**config.mk**
```make
export PLATFORM = sky130hd
export DESIGN_NAME = interrupt_vector_mapping
export DESIGN_NICKNAME = d
export VERILOG_FILES = /design/src/rtl/ivm_pkg.sv /design/src/rtl/sticky_flags.sv /design/src/rtl/interrupt_vector_mapping.sv
export SDC_FILE = /design/constraint.sdc
export NUM_CORES = 1
export LEC_CHECK = 0
export BUFFER_PORTS_ARGS = -buffer_cell sky130_fd_sc_hd__buf_2
export CAP_MARGIN = 10
export CORE_AREA = 5 5 106 108
export CTS_CLUSTER_SIZE = 40
export DETAILED_ROUTE_END_ITERATION = 16
export DIE_AREA = 0 0 111 113
export PLACE_DENSITY_LB_ADDON = 0.25
export SLEW_MARGIN = 5
export SYNTH_ARGS = -nofsm -noshare
export SYNTH_HDL_FRONTEND = slang
export SYNTH_SLANG_ARGS = --single-unit
```
**constraint.sdc**
```tcl
create_clock -name CLK -period 2.14 [get_ports CLK]
set_clock_uncertainty 0.15 [all_clocks]
set_input_delay 0.428 -clock CLK [delete_from_list [all_inputs] [get_ports CLK]]
set_output_delay 0.428 -clock CLK [all_outputs]
set_load 0.01 [all_outputs]
```
**src/rtl/ivm_pkg.sv**
```systemverilog
`default_nettype none
package ivm_pkg;
    // ------------------------------------------------------------
    // Register byte offsets
    // ------------------------------------------------------------
    localparam logic [7:0] OFS_INTERRUPT_ENABLE_REGISTER_0 = 8'h00;
    localparam logic [7:0] OFS_NMICTL = 8'h04;
    localparam logic [7:0] OFS_STATUS = 8'h08;
    localparam logic [7:0] OFS_CLEAR = 8'h0C;
    localparam logic [7:0] OFS_IRQEN = 8'h10;
    localparam logic [7:0] OFS_VECTOR = 8'h14;

    // ------------------------------------------------------------
    // Reset values
    // ------------------------------------------------------------
    localparam logic [5:0] RST_INTERRUPT_ENABLE_REGISTER_0 = 6'h00;
    localparam logic [5:0] RST_NMICTL = 6'h00;
    localparam logic [14:0] RST_IRQEN = 15'h0000;

    // ------------------------------------------------------------
    // Source bit positions in status, clear and IRQ enable registers
    // ------------------------------------------------------------
    localparam int NUM_SRC = 15;
    localparam int SRC_EXT0 = 0;
    localparam int SRC_TIMER0 = 1;
    localparam int SRC_EXT1 = 2;
    localparam int SRC_TIMER1 = 3;
    localparam int SRC_SERIAL = 4;
    localparam int SRC_GRP_LO = 5;
    localparam int SRC_GRP_HI = 8;
    localparam int SRC_NMI_LO = 9;
    localparam int SRC_NMI_HI = 14;
    localparam logic [14:0] MASK_GRP = 15'h01E0;
    localparam logic [14:0] MASK_NMI = 15'h7E00;

    // ------------------------------------------------------------
    // Node codes and vector addresses
    // ------------------------------------------------------------
    localparam logic [2:0] NODE_EXT0 = 3'h0;
    localparam logic [2:0] NODE_TIMER0 = 3'h1;
    localparam logic [2:0] NODE_EXT1 = 3'h2;
    localparam logic [2:0] NODE_TIMER1 = 3'h3;
    localparam logic [2:0] NODE_SERIAL = 3'h4;
    localparam logic [2:0] NODE_GRP = 3'h5;
    localparam logic [2:0] NODE_NMI = 3'h6;
    localparam logic [15:0] VEC_EXT0 = 16'h0003;
    localparam logic [15:0] VEC_TIMER0 = 16'h000B;
    localparam logic [15:0] VEC_EXT1 = 16'h0013;
    localparam logic [15:0] VEC_TIMER1 = 16'h001B;
    localparam logic [15:0] VEC_SERIAL = 16'h0023;
    localparam logic [15:0] VEC_GRP = 16'h002B;
    localparam logic [15:0] VEC_NMI = 16'h0073;
endpackage
`default_nettype wire

```
**src/rtl/sticky_flags.sv**
```systemverilog
`timescale 1ns/1ps
`default_nettype none
// Sticky flag bank; a set in the same cycle as a clear wins
module sticky_flags #(
    parameter int WIDTH = 15
) (
    // Clock and reset
    input wire logic clk,
    input wire logic rst,
    // Set and clear strobes
    input wire logic [WIDTH-1:0] set_i,
    input wire logic [WIDTH-1:0] clr_i,
    // Flag state
    output logic [WIDTH-1:0] flags_o
);
    logic [WIDTH-1:0] flags_q;
    logic [WIDTH-1:0] flags_d;

    // Set over clear so no event is lost
    assign flags_d = set_i | (flags_q & ~clr_i);
    assign flags_o = flags_q;

    always_ff @(posedge clk) begin
        if (rst) begin
            flags_q <= '0;
        end else begin
            flags_q <= flags_d;
        end
    end
endmodule // sticky_flags
`default_nettype wire

```
**src/rtl/interrupt_vector_mapping.sv**
```systemverilog
// Functional notes
// - Each source maps to its node's vector; shared node sources share one vector.
// - Each source outside the 002Bh group has its own enable; the four group sources share one; cleared enable blocks service.
// - External 0 vectors to 0003h, timer 0 to 000Bh, enables in register 0.
// - External 1 to 0013h, timer 1 to 001Bh, serial to 0023h.
// - Timer two, divider overflow, CAN node 0, LIN share 002Bh, one enable.
`timescale 1ns/1ps
`default_nettype none
module interrupt_vector_mapping (
    // Clock and reset
    input wire logic CLK,
    input wire logic SYS_RST,
    // APB slave
    input wire logic PSEL,
    input wire logic PENABLE,
    input wire logic PWRITE,
    input wire logic [7:0] PADDR,
    input wire logic [31:0] PWDATA,
    output logic [31:0] PRDATA,
    output logic PREADY,
    output logic PSLVERR,
    // Peripheral event pulses
    input wire logic EVT_EXT0,
    input wire logic EVT_TIMER0,
    input wire logic EVT_EXT1,
    input wire logic EVT_TIMER1,
    input wire logic EVT_SERIAL,
    input wire logic EVT_TIMER_TWO,
    input wire logic EVT_FDIV_OVF,
    input wire logic EVT_CAN0,
    input wire logic EVT_LIN,
    input wire logic EVT_WATCHDOG,
    input wire logic EVT_PLL,
    input wire logic EVT_FLASH,
    input wire logic EVT_CORE_SUPPLY,
    input wire logic EVT_IO_SUPPLY,
    input wire logic EVT_ECC,
    // Core vector request
    output logic REQ_VALID,
    output logic [15:0] REQ_VECTOR,
    output logic REQ_NMI,
    input wire logic REQ_ACK,
    // Interrupt line
    output logic IRQ
);
    // ------------------------------------------------------------
    // Helper functions
    // ------------------------------------------------------------
    // Sources that belong to a node
    function automatic logic [14:0] node_mask(input logic [2:0] node);
        logic [14:0] m;
        m = 15'h0000;
        case (node)
            ivm_pkg::NODE_GRP: m = ivm_pkg::MASK_GRP;
            ivm_pkg::NODE_NMI: m = ivm_pkg::MASK_NMI;
            3'h7: m = 15'h0000;
            default: m = 15'h0001 << node;
        endcase
        return m;
    endfunction

    // fixed vector table
    // Vector address of a node
    function automatic logic [15:0] node_vector(input logic [2:0] node);
        logic [15:0] v;
        v = 16'h0000;
        case (node)
            ivm_pkg::NODE_EXT0: v = ivm_pkg::VEC_EXT0;
            ivm_pkg::NODE_TIMER0: v = ivm_pkg::VEC_TIMER0;
            ivm_pkg::NODE_EXT1: v = ivm_pkg::VEC_EXT1;
            ivm_pkg::NODE_TIMER1: v = ivm_pkg::VEC_TIMER1;
            ivm_pkg::NODE_SERIAL: v = ivm_pkg::VEC_SERIAL;
            ivm_pkg::NODE_GRP: v = ivm_pkg::VEC_GRP;
            ivm_pkg::NODE_NMI: v = ivm_pkg::VEC_NMI;
            default: v = 16'h0000;
        endcase
        return v;
    endfunction

    // ------------------------------------------------------------
    // Declarations
    // ------------------------------------------------------------
    logic [5:0] interrupt_enable_register_0_q;
    logic [5:0] nmi_control_register_q;
    logic [14:0] irq_en_q;
    logic [31:0] prdata_q;
    logic req_valid_q;
    logic [15:0] req_vector_q;
    logic [2:0] node_q;
    logic [14:0] evt;
    logic [14:0] pend;
    logic [14:0] src_en;
    logic [14:0] svc;
    logic [14:0] svc_left;
    logic [15:0] vec_d;
    logic [14:0] ack_clr;
    logic [14:0] sw_clr;
    logic nmi_hit;
    logic [2:0] node_d;
    logic setup_rd;
    logic wr_en;
    logic addr_ok;
    logic ext0_int_enable;
    logic timer0_int_enable;
    logic ext1_int_enable;
    logic timer1_int_enable;
    logic serial_int_enable;
    logic timer2_group_enable;

    // ------------------------------------------------------------
    // Event capture
    // ------------------------------------------------------------
    // Events share the clock, so no synchroniser is needed
    assign evt = {EVT_ECC, EVT_IO_SUPPLY, EVT_CORE_SUPPLY, EVT_FLASH, EVT_PLL,
                  EVT_WATCHDOG, EVT_LIN, EVT_CAN0, EVT_FDIV_OVF, EVT_TIMER_TWO,
                  EVT_SERIAL, EVT_TIMER1, EVT_EXT1, EVT_TIMER0, EVT_EXT0};

    // Served node or software write clears flags
    assign ack_clr = (REQ_ACK && req_valid_q) ? node_mask(node_q) : 15'h0000;
    assign sw_clr = (wr_en && PADDR == ivm_pkg::OFS_CLEAR) ? PWDATA[14:0] : 15'h0000;

    sticky_flags #(
        .WIDTH(ivm_pkg::NUM_SRC)
    ) u_pend (
        .clk(CLK),
        .rst(SYS_RST),
        .set_i(evt),
        .clr_i(ack_clr | sw_clr),
        .flags_o(pend)
    );

    // ------------------------------------------------------------
    // Enables and node selection
    // ------------------------------------------------------------
    assign ext0_int_enable = interrupt_enable_register_0_q[0];
    assign timer0_int_enable = interrupt_enable_register_0_q[1];
    assign ext1_int_enable = interrupt_enable_register_0_q[2];
    assign timer1_int_enable = interrupt_enable_register_0_q[3];
    assign serial_int_enable = interrupt_enable_register_0_q[4];
    assign timer2_group_enable = interrupt_enable_register_0_q[5];

    assign src_en = {nmi_control_register_q, {4{timer2_group_enable}},
                     serial_int_enable, timer1_int_enable, ext1_int_enable,
                     timer0_int_enable, ext0_int_enable};
    assign svc = pend & src_en;
    // Work left once this cycle's ack lands, so no stale vector follows an ack
    assign svc_left = svc & ~ack_clr;
    assign nmi_hit = |svc_left[ivm_pkg::SRC_NMI_HI:ivm_pkg::SRC_NMI_LO];

    // source to node, fixed priority
    // Non-maskable node first, then lowest vector
    assign node_d = nmi_hit ? ivm_pkg::NODE_NMI :
                    svc_left[ivm_pkg::SRC_EXT0] ? ivm_pkg::NODE_EXT0 :
                    svc_left[ivm_pkg::SRC_TIMER0] ? ivm_pkg::NODE_TIMER0 :
                    svc_left[ivm_pkg::SRC_EXT1] ? ivm_pkg::NODE_EXT1 :
                    svc_left[ivm_pkg::SRC_TIMER1] ? ivm_pkg::NODE_TIMER1 :
                    svc_left[ivm_pkg::SRC_SERIAL] ? ivm_pkg::NODE_SERIAL :
                    (|(svc_left & ivm_pkg::MASK_GRP)) ? ivm_pkg::NODE_GRP :
                    ivm_pkg::NODE_EXT0;
    // Idle shows vector zero, as after reset
    assign vec_d = (|svc_left) ? node_vector(node_d) : 16'h0000;

    // vector register for the core
    // Follows pending state; an acked node drops next cycle
    always_ff @(posedge CLK) begin
        if (SYS_RST) begin
            req_valid_q <= 1'b0;
            req_vector_q <= 16'h0000;
            node_q <= 3'h0;
        end else begin
            req_valid_q <= |svc_left;
            req_vector_q <= vec_d;
            node_q <= node_d;
        end
    end

    assign REQ_VALID = req_valid_q;
    assign REQ_VECTOR = req_vector_q;
    assign REQ_NMI = req_valid_q && node_q == ivm_pkg::NODE_NMI;
    assign IRQ = |(pend & irq_en_q);

    // ------------------------------------------------------------
    // APB slave
    // ------------------------------------------------------------
    // Zero wait states; read data prepared during setup
    assign setup_rd = PSEL && !PENABLE && !PWRITE;
    assign wr_en = PSEL && PENABLE && PWRITE;
    assign addr_ok = PADDR == ivm_pkg::OFS_INTERRUPT_ENABLE_REGISTER_0 || PADDR == ivm_pkg::OFS_NMICTL ||
                     PADDR == ivm_pkg::OFS_STATUS || PADDR == ivm_pkg::OFS_CLEAR ||
                     PADDR == ivm_pkg::OFS_IRQEN || PADDR == ivm_pkg::OFS_VECTOR;
    assign PREADY = 1'b1;
    assign PSLVERR = PSEL && PENABLE && !addr_ok;
    assign PRDATA = prdata_q;

    // Control registers
    always_ff @(posedge CLK) begin
        if (SYS_RST) begin
            interrupt_enable_register_0_q <= ivm_pkg::RST_INTERRUPT_ENABLE_REGISTER_0;
            nmi_control_register_q <= ivm_pkg::RST_NMICTL;
            irq_en_q <= ivm_pkg::RST_IRQEN;
        end else if (wr_en) begin
            if (PADDR == ivm_pkg::OFS_INTERRUPT_ENABLE_REGISTER_0) interrupt_enable_register_0_q <= PWDATA[5:0];
            if (PADDR == ivm_pkg::OFS_NMICTL) nmi_control_register_q <= PWDATA[5:0];
            if (PADDR == ivm_pkg::OFS_IRQEN) irq_en_q <= PWDATA[14:0];
        end
    end

    // Read mux; clear register reads as zero
    always_ff @(posedge CLK) begin
        if (SYS_RST) begin
            prdata_q <= 32'h00000000;
        end else if (setup_rd) begin
            case (PADDR)
                ivm_pkg::OFS_INTERRUPT_ENABLE_REGISTER_0: prdata_q <= {26'h0, interrupt_enable_register_0_q};
                ivm_pkg::OFS_NMICTL: prdata_q <= {26'h0, nmi_control_register_q};
                ivm_pkg::OFS_STATUS: prdata_q <= {17'h0, pend};
                ivm_pkg::OFS_IRQEN: prdata_q <= {17'h0, irq_en_q};
                ivm_pkg::OFS_VECTOR: prdata_q <= {req_valid_q, 12'h0, node_q, req_vector_q};
                default: prdata_q <= 32'h00000000;
            endcase
        end
    end
endmodule // interrupt_vector_mapping
`default_nettype wire

```
==> flow_summary.json <==
{
  "run_status": "completed",
  "fillerInstances": 1023,
  "hold_viol_final": 0,
  "clk_pin_slew_ns": 0.07,
  "min_period_ns": 2.11,
  "maxCapViolCount": 0,
  "antenna_left": 0,
  "gr-total-overflow": 0,
  "clk_path_buf_depth": 2,
  "synthXorXnorAreaFrac": 0,
  "core_um2": 10100,
  "async_flop_share": 0,
  "clk_latency_ns": 0.35,
  "fmax_mhz": 475,
  "ys.flop_type": "dfxtp_1",
  "dp.cells": 592,
  "syn_inst": 377,
  "stdcell_count": 608,
  "drt_iter0_markers": 239,
  "setup.worst_path.class": "reg2out",
  "vias_per_cell": 5.13,
  "die_h_um": 113,
  "synth_cell_type_count": 57,
  "worstPathMaxFanout": 4,
  "total_power_w": 0.00270,
  "io_buffers": 72,
  "route.vias.total": 3122,
  "fp.dieW_um": 111,
  "syn_area_um2": 3490,
  "design.die.area_um2": 12500,
  "ioPinCount": 114,
  "worstPathRequired_ns": 1.56,
  "start_util": 0.344,
  "slew_violations": 0,
  "fin_ws_ns": 0.0327,
  "grt_pass1_wl_um": 16400,
  "drive_gt1_frac": 0.318,
  "synthSimpleGateAreaFrac": 0.163,
  "critPathCaptureType": "output pin",
  "avgSynthCellArea_um2": 9.26,
  "holdWs_ns": 0.139,
  "leakagePower_nw": 1.72,
  "drtPass1Iterations": 5,
  "p_per_area_nw_per_um2": 631,
  "hpwl_um": 7900,
  "grt_pass1_vias": 3102,
  "gp_congestion": 0.842,
  "row_count": 37,
  "wirelength_um": 10100,
  "synth_top_family_by_area": "compound AO/OA/AOI/OAI gates",
  "cts_tree": "done",
  "cp.arrival_ns": 1.53,
  "ys_warn_count": 0,
  "grt_max_degree": 54,
  "synth.mux.area_fraction": 0.0900,
  "synth_enable_flop_cells": 0,
  "ir_drop_mv": 0.268,
  "synth_fa_ha_area_frac": 0,
  "clockRootBuffer": "clkbuf_8",
  "hold_path.class": "in2reg",
  "nets": 528,
  "cts_buffers": 9,
  "antenna_found_initial": 0,
  "n_antenna_cell": 0,
  "synth-seq-cells": 70,
  "routedWlPerCell_um": 16.7,
  "setup_violations": 0,
  "cts_max_level": 3,
  "rsz0062_at_grt": "yes",
  "ys_seq_area_frac": 0.402,
  "synth_compound_area_frac": 0.241,
  "track_usage": 0.164,
  "dp_slack_ns": -0.116,
  "clock_sinks": 70,
  "area_growth_pct": 22.6,
  "drc": 0,
  "critPathLaunchType": "register",
  "min_period_over_period": 0.985
}
-- metal layers --
metal	vias to the layer above	wire (µm)	track usage
li1	1531	-	-
met2	102	4640	0.257
met5	-	0	0
met1	1476	4710	0.217
met3	13	568	0.0353
met4	0	209	0.0714
-- stage by stage --
stage / TNS, ns / util / instance area (µm²)
2_1_floorplan: 0 / - / 3570
3_3_place_gp: -2.16 / 0.401 / 4060
3_5_place_dp: -2.33 / 0.401 / 4060
4_1_cts: 0 / 0.421 / 4270
5_1_grt: -0.0550 / 0.422 / 4280
6_report: 0 / 0.422 / 4280
-- worst paths after layout --
kind	from	end	slack, ns	cells past startpoint
max	u_pend.flags_o[11]	IRQ	0.03	4
min	EVT_SERIAL	u_pend.flags_o[4]	0.14	2
max reg2reg	node_q[2]	REQ_VECTOR[1]	0.08	4
min reg2reg	PRDATA[1]	PRDATA[1]	0.30	2
-- state kept, by name, indices dropped and copies added (netlist names) --
| name | cells |
|---|---|
| node_q | 3 |
| REQ_VECTOR | 5 |
| REQ_VALID | 1 |
| irq_en_q | 15 |
| nmi_control_register_q | 6 |
| interrupt_enable_register_0_q | 6 |
| u_pend.flags_o | 15 |
| PRDATA | 19 |
-- power breakdown --
group | total (W) | switching (W) | leakage, nW | internal (W)
Combinational | 0.000234 | 0.000144 | 1.05 | 0.0000904
Sequential | 0.00136 | 0.0000305 | 0.569 | 0.00133
Clock | 0.00111 | 0.000507 | 0.106 | 0.000602
Total | 0.00270 | 0.000681 | 1.72 | 0.00202
-- repair_timing --
| action | in CTS | in global routing |
|---|---|---|
| setup buffers | 0 | 0 |
| setup endpoints to repair | 1 | 5 |
| pin swaps | 1 | 2 |
| hold buffers | 0 | 0 |
| resized for setup | 0 | 5 |
-- worst max-delay path, stage by stage, from the launching register on --
cell and delay, ns:
dfxtp_2 0.35, a222oi_1 0.36, and3_1 0.21, nand4_1 0.10
buf_2 0.17
-- cells in the final DEF (no fill, tap or decap), types with 2 or more instances in the layout --
master,synthesis,routed
buf_2,2,72
dfxtp_1,70,68
nand2_1,56,56
buf_4,28,32
a22oi_1,24,24
conb_1,2,24
nor2_1,20,19
mux2i_1,19,19
a21oi_1,18,18
o21ai_0,14,14
clkbuf_8,0,11
inv_1,9,9
a31o_2,8,8
o21a_1,8,8
a32o_1,6,6
mux4_2,5,5
nor4_4,4,4
a211oi_1,4,4
nand4_1,3,3
o31ai_1,3,3
o311a_1,3,3
o41a_1,3,3
nand4b_1,3,3
nor3_1,3,3
o22ai_1,3,3
o2bb2ai_1,3,3
nand3b_1,2,2
or4_4,2,2
nor2b_1,2,2
and2_1,2,2
a31o_1,2,2
a2bb2oi_1,2,2
clkinv_2,0,2
dfxtp_2,0,2
buf_12,0,2
-- synth_stat cells (all sizes together) (2+ instances only) --
library cell	n	share of area
a2bb2oi	2	0.0050
o31ai	3	0.0065
a31o	10	0.025
nand2	56	0.060
o22ai	3	0.0054
or4	2	0.0065
inv	10	0.011
o311a	3	0.0086
nor2b	2	0.0036
or3b	2	0.0050
o21ai	14	0.020
mux2i	19	0.054
nor2	20	0.022
nand2b	3	0.0075
and2	2	0.0036
o21a	8	0.017
clkbuf	14	0.015
a2111oi	2	0.0050
a22oi	24	0.052
o41a	3	0.0097
nand3b	2	0.0043
o2bb2ai	3	0.0075
buf	35	0.077
conb	2	0.0022
mux4	5	0.032
a21oi	18	0.026
nor3	3	0.0043
a32o	6	0.017
a211oi	4	0.0086
nor4	5	0.026
nand4	3	0.0054
dfxtp	70	0.40
nand4b	3	0.0075
-- cell type report --
| cell class | count | area, µm² | share of cell area |
|---|---|---|---|
| repair buffers | 106 | 641 | 0.150 |
| well taps | 136 | 170 | 0.0398 |
| multi-input cells | 270 | 1820 | 0.425 |
| clock inverters | 5 | 56.3 | 0.0132 |
| inverters | 10 | 37.5 | 0.00877 |
| flip-flops and latches | 70 | 1400 | 0.328 |
| clock buffers | 11 | 151 | 0.0354 |
-- cell families after synthesis --
| logic type | count (synthesis) |
|---|---|
| AO/OA/AOI/OAI | 114 |
| AND/OR/NAND/NOR | 107 |
| flip-flops | 70 |
| buffers and inverters | 59 |
| multiplexers | 25 |
| other | 2 |
No activity file was read; power rests on OpenSTA's default activity.
